File: config.mk
export PLATFORM = sky130hd
export DESIGN_NAME = sio_gpio_host_flat
export DESIGN_NICKNAME = d
export VERILOG_FILES = /design/src/rtl/sio_pkg.sv /design/src/rtl/sio_port_if.sv /design/src/rtl/sio_gpio_host.sv /design/src/flat_wrapper.sv
export VERILOG_INCLUDE_DIRS = /design/src /design/src/rtl
export SDC_FILE = /design/constraint.sdc
export NUM_CORES = 1
export LEC_CHECK = 0
export BUFFER_PORTS_ARGS = -buffer_cell sky130_fd_sc_hd__buf_4
export CORE_MARGIN = 2
export CORE_UTILIZATION = 41
export CTS_CLUSTER_DIAMETER = 80
export DETAILED_ROUTE_END_ITERATION = 7
export PLACE_DENSITY = 0.73
export SYNTH_ARGS = -nofsm -noshare
export SYNTH_HDL_FRONTEND = slang
export SYNTH_SLANG_ARGS = --single-unit
File: constraint.sdc
create_clock -name clk -period 1.86 [get_ports clk]
set_input_delay 0.186 -clock clk [delete_from_list [all_inputs] [get_ports clk]]
set_output_delay 0.186 -clock clk [all_outputs]
set_load 0.01 [all_outputs]
File: src/rtl/sio_consts.svh
// Constants for the super I/O GPIO configuration port and its controller
`ifndef SIO_CONSTS_SVH
`define SIO_CONSTS_SVH

// Configuration port addresses
`define SIO_INDEX_PORT   8'h2E
`define SIO_DATA_PORT    8'h2F

// Mode keys written to the index port
`define SIO_UNLOCK_KEY   8'h87
`define SIO_LOCK_KEY     8'hAA

// Register numbers
`define SIO_LDN_REG      8'h07
`define SIO_GEN_REG      8'h30
`define SIO_DIR_REG      8'hE0
`define SIO_VAL_REG      8'hE1
`define SIO_INV_REG      8'hE2

// Logical devices (banks)
`define SIO_BANK_GPIO    8'h07
`define SIO_BANK_GEN     8'h09

// Field positions
`define SIO_GEN_BIT      7

// Reset values and read fill byte
`define SIO_LDN_RST      8'h00
`define SIO_GEN_RST      8'h00
`define SIO_DIR_RST      8'hFF
`define SIO_VAL_RST      8'h00
`define SIO_INV_RST      8'h00
`define SIO_IDX_RST      8'h00
`define SIO_FILL_BYTE    8'hFF

// Controller register map (byte addresses)
`define SIO_HOST_CTRL    8'h00
`define SIO_HOST_STAT    8'h04
`define SIO_HOST_AMASK   8'hFC

// Controller command fields
`define SIO_CTRL_DPORT   8
`define SIO_CTRL_WR      9
`define SIO_CTRL_STRB    1

// AXI responses
`define SIO_RESP_OKAY    2'h0
`define SIO_RESP_SLVERR  2'h2

`endif

File: src/rtl/sio_pkg.sv
// Types shared by the GPIO configuration port ends
package sio_pkg;

  typedef logic [7:0] sio_byte_t;
  typedef logic [7:0] sio_aaddr_t;
  typedef logic [31:0] sio_word_t;

  typedef enum logic [1:0] {
    SIO_LOCKED = 2'b00,
    SIO_HALF   = 2'b01,
    SIO_OPEN   = 2'b10
  } sio_lock_t;

  typedef enum logic [2:0] {
    SIO_REG_NONE = 3'b000,
    SIO_REG_LDN  = 3'b001,
    SIO_REG_GEN  = 3'b010,
    SIO_REG_DIR  = 3'b011,
    SIO_REG_VAL  = 3'b100,
    SIO_REG_INV  = 3'b101
  } sio_reg_t;

  typedef enum logic [1:0] {
    SIO_H_IDLE  = 2'b00,
    SIO_H_ISSUE = 2'b01,
    SIO_H_WAIT  = 2'b10
  } sio_hstate_t;

endpackage

File: src/rtl/sio_port_if.sv
// Index/data configuration port between controller and GPIO device
`timescale 1ns/1ps
`default_nettype none

interface sio_port_if;
  logic              io_req;
  logic              io_we;
  sio_pkg::sio_byte_t io_addr;
  sio_pkg::sio_byte_t io_wdata;
  logic              io_ack;
  sio_pkg::sio_byte_t io_rdata;

  modport host (
    output io_req,
    output io_we,
    output io_addr,
    output io_wdata,
    input  io_ack,
    input  io_rdata
  );

  modport dev (
    input  io_req,
    input  io_we,
    input  io_addr,
    input  io_wdata,
    output io_ack,
    output io_rdata
  );
endinterface

`default_nettype wire

File: src/rtl/sio_gpio_host.sv
// AXI4-Lite controller issuing index/data configuration port cycles
`timescale 1ns/1ps
`default_nettype none
`include "sio_consts.svh"

module sio_gpio_host (
  // Clock and reset
  input  wire logic               clk,
  input  wire logic               rst,
  // AXI4-Lite write channels
  input  wire sio_pkg::sio_aaddr_t s_axi_awaddr,
  input  wire logic               s_axi_awvalid,
  output logic                    s_axi_awready,
  input  wire sio_pkg::sio_word_t s_axi_wdata,
  input  wire logic [3:0]         s_axi_wstrb,
  input  wire logic               s_axi_wvalid,
  output logic                    s_axi_wready,
  output logic [1:0]              s_axi_bresp,
  output logic                    s_axi_bvalid,
  input  wire logic               s_axi_bready,
  // AXI4-Lite read channels
  input  wire sio_pkg::sio_aaddr_t s_axi_araddr,
  input  wire logic               s_axi_arvalid,
  output logic                    s_axi_arready,
  output sio_pkg::sio_word_t      s_axi_rdata,
  output logic [1:0]              s_axi_rresp,
  output logic                    s_axi_rvalid,
  input  wire logic               s_axi_rready,
  // Configuration port
  sio_port_if.host                port
);
  import sio_pkg::*;

  logic        aw_got, next_aw_got;
  sio_aaddr_t  awaddr, next_awaddr;
  logic        w_got, next_w_got;
  sio_word_t   wdata, next_wdata;
  logic [3:0]  wstrb, next_wstrb;
  logic        bvalid, next_bvalid;
  logic [1:0]  bresp, next_bresp;
  logic        rvalid, next_rvalid;
  sio_word_t   rdata, next_rdata;
  logic [1:0]  rresp, next_rresp;
  sio_hstate_t st, next_st;
  logic        cmd_we, next_cmd_we;
  logic        cmd_dport, next_cmd_dport;
  sio_byte_t   cmd_addr, next_cmd_addr;
  sio_byte_t   cmd_data, next_cmd_data;
  sio_byte_t   last_rd, next_last_rd;
  logic        busy;

  assign busy          = (st != SIO_H_IDLE);
  assign s_axi_awready = ~aw_got & ~bvalid;
  assign s_axi_wready  = ~w_got & ~bvalid;
  assign s_axi_arready = ~rvalid;

  always_comb begin
    next_aw_got    = aw_got;
    next_awaddr    = awaddr;
    next_w_got     = w_got;
    next_wdata     = wdata;
    next_wstrb     = wstrb;
    next_bvalid    = bvalid;
    next_bresp     = bresp;
    next_rvalid    = rvalid;
    next_rdata     = rdata;
    next_rresp     = rresp;
    next_st        = st;
    next_cmd_we    = cmd_we;
    next_cmd_dport = cmd_dport;
    next_cmd_addr  = cmd_addr;
    next_cmd_data  = cmd_data;
    next_last_rd   = last_rd;
    if (s_axi_awvalid && s_axi_awready) begin
      next_aw_got = 1'b1;
      next_awaddr = s_axi_awaddr;
    end
    if (s_axi_wvalid && s_axi_wready) begin
      next_w_got = 1'b1;
      next_wdata = s_axi_wdata;
      next_wstrb = s_axi_wstrb;
    end
    if (bvalid && s_axi_bready) begin
      next_bvalid = 1'b0;
    end
    // Write performed once both address and data are held
    if (aw_got && w_got && !bvalid) begin
      next_aw_got = 1'b0;
      next_w_got  = 1'b0;
      next_bvalid = 1'b1;
      next_bresp  = `SIO_RESP_OKAY;
      case (awaddr & `SIO_HOST_AMASK)
        `SIO_HOST_CTRL: begin
          // Commands while busy are dropped
          if (!busy && wstrb[`SIO_CTRL_STRB]) begin
            next_st        = SIO_H_ISSUE;
            next_cmd_we    = wdata[`SIO_CTRL_WR];
            next_cmd_dport = wdata[`SIO_CTRL_DPORT];
            next_cmd_data  = wdata[7:0];
            next_cmd_addr  = wdata[`SIO_CTRL_DPORT] ? `SIO_DATA_PORT :
                                                      `SIO_INDEX_PORT; // RULE3
          end
        end
        `SIO_HOST_STAT: next_bresp = `SIO_RESP_OKAY;
        default:        next_bresp = `SIO_RESP_SLVERR;
      endcase
    end
    if (rvalid && s_axi_rready) begin
      next_rvalid = 1'b0;
    end
    if (s_axi_arvalid && s_axi_arready) begin
      next_rvalid = 1'b1;
      next_rresp  = `SIO_RESP_OKAY;
      case (s_axi_araddr & `SIO_HOST_AMASK)
        `SIO_HOST_CTRL: next_rdata = {22'h00_0000, cmd_we, cmd_dport,
                                      cmd_data};
        `SIO_HOST_STAT: next_rdata = {16'h0000, last_rd, 7'h00, busy};
        default: begin
          next_rdata = 32'h0000_0000;
          next_rresp = `SIO_RESP_SLVERR;
        end
      endcase
    end
    // One port cycle at a time; software sequences keys and indices
    case (st)
      SIO_H_IDLE:  next_st = next_st;
      SIO_H_ISSUE: next_st = SIO_H_WAIT; // RULE1 RULE2
      SIO_H_WAIT: begin
        if (port.io_ack) begin
          next_st = SIO_H_IDLE;
          if (!cmd_we) begin
            next_last_rd = port.io_rdata; // RULE4
          end
        end
      end
      default: next_st = SIO_H_IDLE;
    endcase
  end

  always_ff @(posedge clk or posedge rst) begin
    if (rst) begin
      aw_got    <= 1'b0;
      awaddr    <= 8'h00;
      w_got     <= 1'b0;
      wdata     <= 32'h0000_0000;
      wstrb     <= 4'h0;
      bvalid    <= 1'b0;
      bresp     <= `SIO_RESP_OKAY;
      rvalid    <= 1'b0;
      rdata     <= 32'h0000_0000;
      rresp     <= `SIO_RESP_OKAY;
      st        <= SIO_H_IDLE;
      cmd_we    <= 1'b0;
      cmd_dport <= 1'b0;
      cmd_addr  <= `SIO_INDEX_PORT;
      cmd_data  <= 8'h00;
      last_rd   <= 8'h00;
    end else begin
      aw_got    <= next_aw_got;
      awaddr    <= next_awaddr;
      w_got     <= next_w_got;
      wdata     <= next_wdata;
      wstrb     <= next_wstrb;
      bvalid    <= next_bvalid;
      bresp     <= next_bresp;
      rvalid    <= next_rvalid;
      rdata     <= next_rdata;
      rresp     <= next_rresp;
      st        <= next_st;
      cmd_we    <= next_cmd_we;
      cmd_dport <= next_cmd_dport;
      cmd_addr  <= next_cmd_addr;
      cmd_data  <= next_cmd_data;
      last_rd   <= next_last_rd;
    end
  end

  assign s_axi_bvalid = bvalid;
  assign s_axi_bresp  = bresp;
  assign s_axi_rvalid = rvalid;
  assign s_axi_rdata  = rdata;
  assign s_axi_rresp  = rresp;
  assign port.io_req   = (st == SIO_H_ISSUE);
  assign port.io_we    = cmd_we;
  assign port.io_addr  = cmd_addr;
  assign port.io_wdata = cmd_data;

endmodule // sio_gpio_host

`default_nettype wire

File: src/flat_wrapper.sv
// flat-port wrapper written by rule: the top's interface ports become plain ports
module sio_gpio_host_flat import sio_pkg::*;
  (clk, rst, s_axi_awaddr, s_axi_awvalid, s_axi_awready, s_axi_wdata, s_axi_wstrb, s_axi_wvalid, s_axi_wready, s_axi_bresp, s_axi_bvalid, s_axi_bready, s_axi_araddr, s_axi_arvalid, s_axi_arready, s_axi_rdata, s_axi_rresp, s_axi_rvalid, s_axi_rready, port_io_req, port_io_we, port_io_addr, port_io_wdata, port_io_ack, port_io_rdata);
  sio_port_if port_i ();
  input  wire logic clk;
  input  wire logic rst;
  input  wire sio_pkg::sio_aaddr_t s_axi_awaddr;
  input  wire logic s_axi_awvalid;
  output logic s_axi_awready;
  input  wire sio_pkg::sio_word_t s_axi_wdata;
  input  wire logic [3:0] s_axi_wstrb;
  input  wire logic s_axi_wvalid;
  output logic s_axi_wready;
  output logic [1:0] s_axi_bresp;
  output logic s_axi_bvalid;
  input  wire logic s_axi_bready;
  input  wire sio_pkg::sio_aaddr_t s_axi_araddr;
  input  wire logic s_axi_arvalid;
  output logic s_axi_arready;
  output sio_pkg::sio_word_t s_axi_rdata;
  output logic [1:0] s_axi_rresp;
  output logic s_axi_rvalid;
  input  wire logic s_axi_rready;
  output wire logic [$bits(port_i.io_req)-1:0] port_io_req;
  output wire logic [$bits(port_i.io_we)-1:0] port_io_we;
  output wire logic [$bits(port_i.io_addr)-1:0] port_io_addr;
  output wire logic [$bits(port_i.io_wdata)-1:0] port_io_wdata;
  input wire logic [$bits(port_i.io_ack)-1:0] port_io_ack;
  input wire logic [$bits(port_i.io_rdata)-1:0] port_io_rdata;
  assign port_io_req = port_i.io_req;
  assign port_io_we = port_i.io_we;
  assign port_io_addr = port_i.io_addr;
  assign port_io_wdata = port_i.io_wdata;
  assign port_i.io_ack = port_io_ack;
  assign port_i.io_rdata = port_io_rdata;
  sio_gpio_host u_core (.clk(clk), .rst(rst), .s_axi_awaddr(s_axi_awaddr), .s_axi_awvalid(s_axi_awvalid), .s_axi_awready(s_axi_awready), .s_axi_wdata(s_axi_wdata), .s_axi_wstrb(s_axi_wstrb), .s_axi_wvalid(s_axi_wvalid), .s_axi_wready(s_axi_wready), .s_axi_bresp(s_axi_bresp), .s_axi_bvalid(s_axi_bvalid), .s_axi_bready(s_axi_bready), .s_axi_araddr(s_axi_araddr), .s_axi_arvalid(s_axi_arvalid), .s_axi_arready(s_axi_arready), .s_axi_rdata(s_axi_rdata), .s_axi_rresp(s_axi_rresp), .s_axi_rvalid(s_axi_rvalid), .s_axi_rready(s_axi_rready), .port(port_i));
endmodule
==> results.md, run 1 <==
* Crit path cell chain: or4_4 -> nor4_4 -> buf_12 -> mux2_4
* Total count of max-transition violations in the final report at 0
* Number of distinct library cells after synthesis at 29
* Switching part of the total at 27.70%
* DIE AREA at 6936 um2
* First drt pass iteration count at 4
* Boundary pin count at 127
* Y dimension of the die at 83.29 um
* Total gr overflow at 0
* Synthesized flop and latch total at 59
* Clock tree buffer depth at 2
* Remaining routing DRC violations at 0
* Power density cells at 1281 nW/um2
* Endpoints failing hold at 0
* Most used flip-flop cell after synthesis: dfrtp_1
* Yosys warning total at 0
* Number of antenna violations at the first check in global routing at 0
* Slowest CP cell: or4_4
* Via count at 1,696
* Number of buffer cells added on primary ports at 72
* Max transition margin at 65.07%
* Worst Max-Slew Pin Slew at 0.5192 ns
* Net Switching at 1.198 mW
* Share of post-route cells with drive strength above 1 at 46.10%
* Fmax at 537.0 MHz
* Per-cell routed wire length at 13.62 um
* Power Total at 4.324 mW
* Final non-filler cell total at 370
* All-Layer GR Usage at 15.42%
* CTS Sinks at 59
* Layout area overhead at 30.97%
* Max-capacitance violation count at 0
* Cells after Synth at 208
* Number of nets in the finished design at 359
* Final wirelength at 5.038 mm
* Row count at 28
* Setup total negative slack at -0.002581 ns
* Clock period minus final worst setup slack at 1.862 ns
* Largest clock skew in the final design at 0.004001 ns
* CTS buffer count at 9
* Pin count of the biggest net entering global routing at 40
* Antenna fix cells at 0
* WP data required at 2.07 ns
* Maximum fanout encountered on the critical timing path at 11
* Internal at 3.127 mW
* Kind of launch point of the worst setup path: register
* Final Wtd Congestion at 0.7649
* Placeable Area at 5991 um2
* Smallest hold slack at 0.03372 ns
* Post-DR vias/cell at 4.584
* VDD IR max at 687.6 uV
* Starting utilization of the core area at 43.02%
* Clock-pin slew of the registers on the worst-case setup and hold paths at 0.06 ns
* Proportion of synthesized chip area in sequential cells at 57.28%
* Kind of capture point of the worst setup path: register
* Number of instances in the placed design at 354
* Leak pwr at 1.667 nW
* Clock root cell: clkbuf_8
* DRT antenna net count at 0
* Run status: complete, but fails checks
* Final clock period utilization by the worst path at 100.1%
* Comb power frac at 27.5%
* Worst setup slack for register-to-register paths at -0.002 ns
* Number of enable flip-flop cells after synthesis at 0
* Dpl hpwl at 3.717 mm
* Violations in the final reports: negative setup slack
* Synth Area per Inst at 12.39 um2
* Number of setup violations in the final report at 2
* Number of global-route vias before repair at 1,706
* Violation count after the first detailed-route iteration at 63
* Data arrival time of the critical path at 2.07 ns
* Classification of the worst-slack hold path: input pin to register
* RSZ-0062 raised after global routing: true
* Largest stage delay on the critical path at 0.56 ns
* Die boundary width at 83.29 um
* Total standard cell area after synthesis at 2577 um2
* Portion of total power attributed to sequential cells at 46.1%
* Clock latency on the worst-skew pair at 0.32 ns
* Kind of critical path: register to register
* Async set-or-reset flop fraction in the synthesized netlist at 100.0%
* Wire length of the first global-routing pass at 8.314 mm
* Clock Power Share at 26.4%
* # H-tree levels at 3
* Slack of the critical path at -0.002229 ns
* TritonCTS clock tree: built
## critical path: cells and delay by family (launching register included)
family                 cells  cell delay (ns)
DFF                        1             0.37
muxes                      1             0.30
and+or+nand+nor            2             0.87
buffers and inverters      1             0.19
## cell type report
type	count	area [um2]
timing repair buffer	82	643.1
fill	519	2615
inverter	3	11.26
sequential	59	1476
clock buffer	13	158.9
multi-input combinational	136	957.2
tap	75	93.84
clock inverter	2	35.03
## per-layer routing
layer | share of wire [%] | GRT usage (%) | wire length (um)
met5 | 0 | 0 | 0
met4 | 1.8 | 7.601 | 91
met3 | 7.4 | 4.672 | 374
met2 | 46 | 23.97 | 2315
met1 | 45 | 19.57 | 2257
## stage by stage
step	area, um2	utilization [%]	worst slack (ns)
final	3376	56.35	-0.002229
after global routing	3376	56.35	-0.07914
after CTS	3376	56.35	-0.01513
after detailed placement	3168	52.88	-0.03086
after global placement	3168	52.88	-0.03008
after floorplan	2664	-	0.04983
## state kept, by name, summed over array words and instances (netlist names), 2 cells and up
register and flops:
u_core.awaddr 6, u_core.last_rd 8, u_core.port.io_wdata 8, u_core.s_axi_rdata 16, u_core.st 2, u_core.wdata 10
## cell usage in the layout (no fill, tap or decap), drive strengths merged
| cell type | Yosys | layout |
|---|---|---|
| nand2 | 30 | 30 |
| o21a | 1 | 1 |
| o21ai | 16 | 16 |
| dfrtp | 59 | 59 |
| and2 | 1 | 1 |
| inv | 3 | 3 |
| bufinv | 0 | 1 |
| mux2 | 36 | 36 |
| nor4 | 2 | 2 |
| nor3b | 2 | 2 |
| nor4bb | 1 | 1 |
| or4 | 1 | 1 |
| o41ai | 1 | 1 |
| or3b | 1 | 1 |
| nand2b | 2 | 2 |
| conb | 2 | 25 |
| mux2i | 2 | 2 |
| clkinv | 0 | 1 |
| clkbuf | 5 | 13 |
| or4b | 1 | 1 |
| or2 | 1 | 1 |
| o31ai | 2 | 2 |
| nand3b | 2 | 2 |
| nor2 | 4 | 4 |
| dlygate4sd3 | 0 | 1 |
| buf | 28 | 81 |
| nor2b | 4 | 4 |
| a21o | 1 | 1 |
## kinds of logic after synthesis
logic type / Yosys count / synth area share (%)
other cells: 2 / 0.2914
mux: 38 / 17.82
simple gates: 52 / 10.68
buf+inv: 36 / 9.320
flops: 59 / 57.28
compound gates: 21 / 4.612
## power groups by stage
stage	clock, mW	combinational [mW]	sequential, mW
after floorplan	0	0.760	1.99
after global routing	1.24	1.29	2.06
after global placement	0	1.17	2.00
final	1.14	1.19	1.99
after CTS	1.18	1.21	1.99
after detailed placement	0	1.20	2.01
## cells in the mapped netlist, types with 2 or more instances
cell type,n,share of area (%)
nand3b_1,2,0.58
nand2b_1,2,0.49
nor2b_1,4,0.97
mux2_2,27,12
nor2_1,4,0.58
nand2_1,30,4.4
mux2i_1,2,0.78
dfrtp_1,59,57
o31ai_1,2,0.58
nor3b_1,2,0.58
buf_4,26,7.6
inv_1,3,0.44
conb_1,2,0.29
mux2_4,9,5.2
clkbuf_1,5,0.73
o21ai_0,16,3.1
## worst paths after layout
| path | cells after the start | from | to |
|---|---|---|---|
| max | 4 | u_core.awaddr[3] | u_core.port.io_wdata[1] |
| min | 2 | s_axi_bready | u_core.s_axi_bvalid |
| max reg2reg | 4 | u_core.awaddr[3] | u_core.port.io_wdata[1] |
| min reg2reg | 2 | u_core.s_axi_rdata[0] | u_core.s_axi_rdata[0] |
| max in group asynchronous | 4 | rst | u_core.port.io_wdata[1] |
| min in group asynchronous | 3 | rst | u_core.w_got |
## what timing repair did
item | 4_1_cts | 5_1_grt
setup endpoints to repair | 10 | 10
resized for setup | 1 | 0
endpoints found under the hold margin | 20 | 0
setup buffers | 0 | 0
hold buffers | 1 | 0
(Power assumes the default switching activity.)
==> run 2, diff against run 1 <==
--- a/config.mk
+++ b/config.mk
@@ -8,10 +8,10 @@
 export LEC_CHECK = 0
 export BUFFER_PORTS_ARGS = -buffer_cell sky130_fd_sc_hd__buf_4
 export CORE_MARGIN = 2
-export CORE_UTILIZATION = 41
+export CORE_UTILIZATION = 35
 export CTS_CLUSTER_DIAMETER = 80
 export DETAILED_ROUTE_END_ITERATION = 7
-export PLACE_DENSITY = 0.73
+export PLACE_DENSITY = 0.77
 export SYNTH_ARGS = -nofsm -noshare
 export SYNTH_HDL_FRONTEND = slang
 export SYNTH_SLANG_ARGS = --single-unit
==> run 2 against run 1 <==
  * Highest routed layer unchanged
  * Largest power group unchanged
  * Worst hold slack lost 0.0047 ns
  * Power grew 6.2%
  * Utilization shrank 8.2 points
  * Wire length shrank 1.1%
  * The flow now finishes without violations
  * Clock power grew 24%
  * Sequential power is essentially flat
  * Critical endpoint is now u_core.port.io_wdata[7]
==> results.md, run 2 (same netlist as run 1, synthesis figures left out) <==
* Run status: finished, final reports clean
* Kind of critical path: register to register
* Slowest CP cell: or4_4
* TritonCTS clock tree: built
* Layout area overhead at 34.03%
* Total count of max-transition violations in the final report at 0
* Total gr overflow at 0
* All-Layer GR Usage at 13.06%
* Startpoint of the worst-slack reg-to-reg timing path: u_core.awaddr[3]
* Die boundary width at 89.82 um
* Clock latency on the worst-skew pair at 0.33 ns
* # H-tree levels at 3
* Critical path buffers and inverters at 1
* Number of setup violations in the final report at 0
* Cell depth of the worst hold path at 2
* Dpl hpwl at 3.787 mm
* Starting utilization of the core area at 35.92%
* Final instance area at 3455 um2
* Max reg flops at 16
* Worst Reg-to-Reg Cells at 4
* Maximum fanout encountered on the critical timing path at 11
* RSZ-0062 raised after global routing: true
* Pin count of the biggest net entering global routing at 35
* Number of antenna violations at the first check in global routing at 0
* Largest stage delay on the critical path at 0.56 ns
* Violation count after the first detailed-route iteration at 42
* Max transition margin at 60.97%
* Placement Cell Area at 3199 um2
* Hold path start: s_axi_bready
* CTS buffer count at 9
* Wire length of the first global-routing pass at 8.286 mm
* Antenna fix cells at 0
* Final Wtd Congestion at 0.7085
* Power density cells at 1330 nW/um2
* Clock root cell: clkbuf_8
* WP data required at 2.07 ns
* Clock-pin slew of the registers on the worst-case setup and hold paths at 0.07 ns
* Number of global-route vias before repair at 1,640
* Remaining routing DRC violations at 0
* Family with the most delay on the worst path: simple AND/OR/NAND/NOR gates
* Boundary pin count at 127
* Fmax at 538.4 MHz
* Post-DR vias/cell at 4.313
* RR Endpoint: u_core.port.io_wdata[7]
* Worst Max-Slew Pin Slew at 0.5846 ns
* Final clock period utilization by the worst path at 99.85%
* Most common library cell in the layout ignoring fill and taps: buf_4
* Final wirelength at 4.981 mm
* DIE AREA at 8067 um2
* Row count at 31
* CTS Sinks at 59
* Kind of capture point of the worst setup path: register
* Clock tree buffer depth at 2
* Count of filler cells inserted in the layout at 658
* Max-capacitance violation count at 0
* Number of buffer cells added on primary ports at 72
* Worst-case hold path end point: u_core.s_axi_bvalid
* Clock period minus final worst setup slack at 1.857 ns
* Via count at 1,708
* Worst setup slack for register-to-register paths at 0.003 ns
* Commonest non-fill, non-tap cells in the layout: 80 x buf_4, 59 x dfrtp_1, 30 x nand2_1
* Footprint of the multi-input gates at 950.9 um2
* Per-cell routed wire length at 12.58 um
* Crit path cell chain: or4_4 -> nor4_4 -> buf_12 -> mux2_4
* Data arrival time of the critical path at 2.07 ns
* Largest clock skew in the final design at 0.008160 ns
* First drt pass iteration count at 4
* Flip-flop and latch area at 1476 um2
* Placeable Area at 7176 um2
* Post-Route Utilization at 48.14%
* Y dimension of the die at 89.82 um
* Kind of launch point of the worst setup path: register
* Leak pwr at 1.695 nW
* Number of nets in the finished design at 360
* DRT antenna net count at 0
* Endpoints failing hold at 0
* VDD IR max at 725.7 uV
* Classification of the worst-slack hold path: input pin to register
* Share of post-route cells with drive strength above 1 at 46.46%
[run 2: metrics by stage]
stage	total power [mW]	hold WS [ns]	setup TNS [ns]	cells	setup slack, ns
2_1_floorplan	2.752	0.2824	0	231	0.04983
3_3_place_gp	3.183	0.2897	-0.01447	379	-0.01447
3_5_place_dp	3.225	0.2988	-0.01830	379	-0.01830
4_1_cts	4.664	0.008691	-0.03540	396	-0.01486
5_1_grt	4.873	0.03871	-0.4762	396	-0.06582
6_report	4.594	0.02898	0	396	0.002725
[run 2: worst max path at each step]
stage	from	end	slack, ns	depth (start not counted)
6_report	u_core.awaddr[3]	u_core.port.io_wdata[7]	0.003	4
5_1_grt	u_core.awaddr[3]	u_core.port.io_wdata[7]	-0.07	4
4_1_cts	u_core.awaddr[3]	u_core.port.io_wdata[7]	-0.01	4
3_5_place_dp	u_core.awaddr[3]	u_core.port.io_we	-0.02	4
3_3_place_gp	u_core.awaddr[3]	u_core.port.io_we	-0.01	4
2_1_floorplan	u_core.awaddr[3]	u_core.port.io_addr[0]	0.05	4
[run 2: final cells by class]
type,count,area share (%)
clock buffer,11,4.093
clock inverter,5,2.898
inverter,3,0.3260
multi-input combinational,136,27.53
sequential,59,42.74
tap,99,3.586
timing repair buffer,83,18.83
[run 2: routing by layer]
layer	GRT usage [%]	part of all wire, %
met2	19.63	46
met3	4.862	7.4
met4	5.000	1.2
met5	0	0
met1	17.27	46
[run 2: worst register-to-register path: stages (launching register included)]
cell	delay (ns)
dfrtp_1	0.38
or4_4	0.56
nor4_4	0.31
buf_12	0.19
mux2_4	0.30
[run 2: power by group]
part	switching, mW	total, mW	internal, mW
sequential	0.293	2.00	1.71
combinational	0.450	1.19	0.737
clock	0.485	1.41	0.923
[run 2: what timing repair did]
action	in CTS	in global routing
setup buffers	0	0
endpoints found under the hold margin	25	0
resized for setup	1	0
setup endpoints to repair	5	10
hold buffers	1	0
==> run 3, diff against run 2 <==
--- a/config.mk
+++ b/config.mk
@@ -6,9 +6,10 @@
 export SDC_FILE = /design/constraint.sdc
 export NUM_CORES = 1
 export LEC_CHECK = 0
-export BUFFER_PORTS_ARGS = -buffer_cell sky130_fd_sc_hd__buf_4
+export BUFFER_PORTS_ARGS = -buffer_cell sky130_fd_sc_hd__buf_2
 export CORE_MARGIN = 2
 export CORE_UTILIZATION = 35
+export CTS_BUF_LIST = sky130_fd_sc_hd__clkbuf_8
 export CTS_CLUSTER_DIAMETER = 80
 export DETAILED_ROUTE_END_ITERATION = 7
 export PLACE_DENSITY = 0.77
==> run 3 against run 2 <==
  * The run now ends with negative setup slack left
  * Non-clock buffer count is the same
  * Count of clock-buffer cells in the layout is the same
  * Sequential power is essentially flat
  * Register-to-register slack lost 0.03 ns
  * Sequential cell count is the same
  * Combinational power shrank 8%
  * Worst hold slack gained 0.013 ns
  * Wire length grew 0.32%
==> results.md, run 3 (same netlist as run 1, synthesis figures left out) <==
* Run status: complete, but fails checks
* Violations in the final reports: negative setup slack
* Global route hottest layer: met2
* Kind of capture point of the worst setup path: register
* Leak pwr at 1.651 nW
* TritonCTS clock tree: built
* DRT antenna net count at 0
* RR Endpoint: u_core.port.io_wdata[1]
* Crit path cell chain: or4_4 -> nor4_4 -> buf_12 -> mux2_4
* All-Layer GR Usage at 13.08%
* First drt pass iteration count at 4
* Maximum fanout encountered on the critical timing path at 11
* Number of instances in the placed design at 379
* Total count of max-transition violations in the final report at 0
* Number of buffer cells added on primary ports at 72
* CTS buffer count at 9
* Layout area overhead at 26.41%
* Starting utilization of the core area at 35.92%
* Largest stage delay on the critical path at 0.56 ns
* Antenna fix cells at 0
* Internal at 3.161 mW
* Per-cell routed wire length at 12.65 um
* Final non-filler cell total at 395
* Final wirelength at 4.997 mm
* Power density cells at 1346 nW/um2
* Comb power frac at 25.0%
* Dpl hpwl at 3.849 mm
* Flip-flop and latch area at 1476 um2
* Row count at 31
* Portion of total power attributed to sequential cells at 45.6%
* Violation count after the first detailed-route iteration at 49
* CTS Sinks at 59
* RSZ-0062 raised after global routing: true
* Number of global-route vias before repair at 1,704
* Pin count of the biggest net entering global routing at 34
* Global-route met1 utilization at 16.00%
* Worst setup path startpoint: u_core.awaddr[3]
* Classification of the worst-slack hold path: input pin to register
* Slack of the critical path at -0.02617 ns
* Number of nets in the finished design at 360
* Final clock period utilization by the worst path at 101.4%
* Wire length of the first global-routing pass at 8.307 mm
* Worst-case hold path end point: u_core.s_axi_rvalid
* Switching part of the total at 27.95%
* Clock-pin slew of the registers on the worst-case setup and hold paths at 0.06 ns
* Max-capacitance violation count at 0
* Footprint of the multi-input gates at 950.9 um2
* Placement Cell Area at 3019 um2
* Max reg flops at 16
* Clock Power Share at 29.4%
* Count of filler cells inserted in the layout at 678
* Endpoints failing hold at 0
* Boundary pin count at 127
* WP data required at 2.07 ns
* DIE AREA at 8067 um2
* Worst setup slack for register-to-register paths at -0.03 ns
* Clock tree buffer depth at 2
* Remaining routing DRC violations at 0
* Clock period minus final worst setup slack at 1.886 ns
* VDD IR max at 756.4 uV
* Met2 GRT Util at 20.58%
* Worst Reg-to-Reg Cells at 4
* Commonest non-fill, non-tap cells in the layout: 72 x buf_2, 59 x dfrtp_1, 30 x nand2_1
* Number of setup violations in the final report at 10
* Y dimension of the die at 89.82 um
* Kind of critical path: register to register
* Total gr overflow at 0
* Final instance area at 3258 um2
* Met3 track utilization from global routing at 5.951%
* Die boundary width at 89.82 um
* Smallest hold slack at 0.04167 ns
* Post-DR vias/cell at 4.382
* Clock latency on the worst-skew pair at 0.33 ns
* Data arrival time of the critical path at 2.09 ns
* Number of antenna violations at the first check in global routing at 0
* Kind of launch point of the worst setup path: register
* Fmax at 530.2 MHz
* Final Wtd Congestion at 0.6952
* Hold path start: s_axi_rready
* Setup repair bufs after CTS at 0
* Via count at 1,731
* Largest clock skew in the final design at 0.008159 ns
* Share of post-route cells with drive strength above 1 at 46.62%
* Net Switching at 1.226 mW
* Max transition margin at 59.17%
* Startpoint of the worst-slack reg-to-reg timing path: u_core.awaddr[3]
* # H-tree levels at 3
* Worst Max-Slew Pin Slew at 0.6116 ns
* Slowest CP cell: or4_4
* Most common library cell in the layout ignoring fill and taps: buf_2
* Placeable Area at 7176 um2
* Cell depth of the worst hold path at 2
* Clock root cell: clkbuf_8
==> run 3: cell types whose count changed in the layout (fill, tap and decap cells not counted), sizes merged <==
cell | previous run | this run
bufinv | 3 | 2
==> run 3: power by group through the flow <==
stage | clock (mW) | combinational, mW | sequential, mW
3_3_place_gp | 0 | 1.07 | 2.00
6_report | 1.29 | 1.10 | 2.00
5_1_grt | 1.40 | 1.21 | 2.06
2_1_floorplan | 0 | 0.760 | 1.99
3_5_place_dp | 0 | 1.10 | 2.02
4_1_cts | 1.34 | 1.11 | 2.00
==> run 3: stage by stage <==
stage / setup slack, ns / utilization (%) / setup TNS (ns) / total power, mW
global route: -0.06270 / 45.41 / -0.5323 / 4.662
finish: -0.02617 / 45.41 / -0.1404 / 4.386
detailed placement: -0.02068 / 42.08 / -0.02338 / 3.126
CTS: -0.02529 / 45.41 / -0.1111 / 4.453
floorplan: 0.04983 / - / 0 / 2.752
global placement: -0.01175 / 42.08 / -0.01175 / 3.071
==> run 3: how the worst max path moves through the flow <==
stage,end,slack [ns]
final,u_core.port.io_wdata[1],-0.03
after global routing,u_core.port.io_wdata[1],-0.06
after CTS,u_core.port.io_wdata[1],-0.03
after detailed placement,u_core.port.io_we,-0.02
after global placement,u_core.port.io_we,-0.01
after floorplan,u_core.port.io_addr[0],0.05
==> run 3: area by class of cell <==
type                            count  area share [%]
Timing Repair Buffer               83           14.44
Clock buffer                       11           4.647
Multi-Input combinational cell    136           29.19
Clock inverter                      4           2.266
Tap cell                           99           3.802
Sequential cell                    59           45.32
Inverter                            3          0.3456
==> run 3: worst max-delay path: cells and delay by family, from the launching register on <==
| kind | cells | cell delay, ns |
|---|---|---|
| flops | 1 | 0.39 |
| mux | 1 | 0.31 |
| buf+inv | 1 | 0.19 |
| simple gates | 2 | 0.88 |
==> run 3: metal layers <==
| metal | wire length, um | vias up |
|---|---|---|
| met4 | 56 | 0 |
| met2 | 2359 | 76 |
| met5 | 0 | - |
| li1 | - | 820 |
| met1 | 2172 | 829 |
| met3 | 409 | 6 |
==> run 3: what timing repair did <==
item / in CTS / in global routing
setup endpoints to repair: 9 / 10
hold buffers: 1 / 0
resized for setup: 1 / 0
endpoints found under the hold margin: 26 / 0
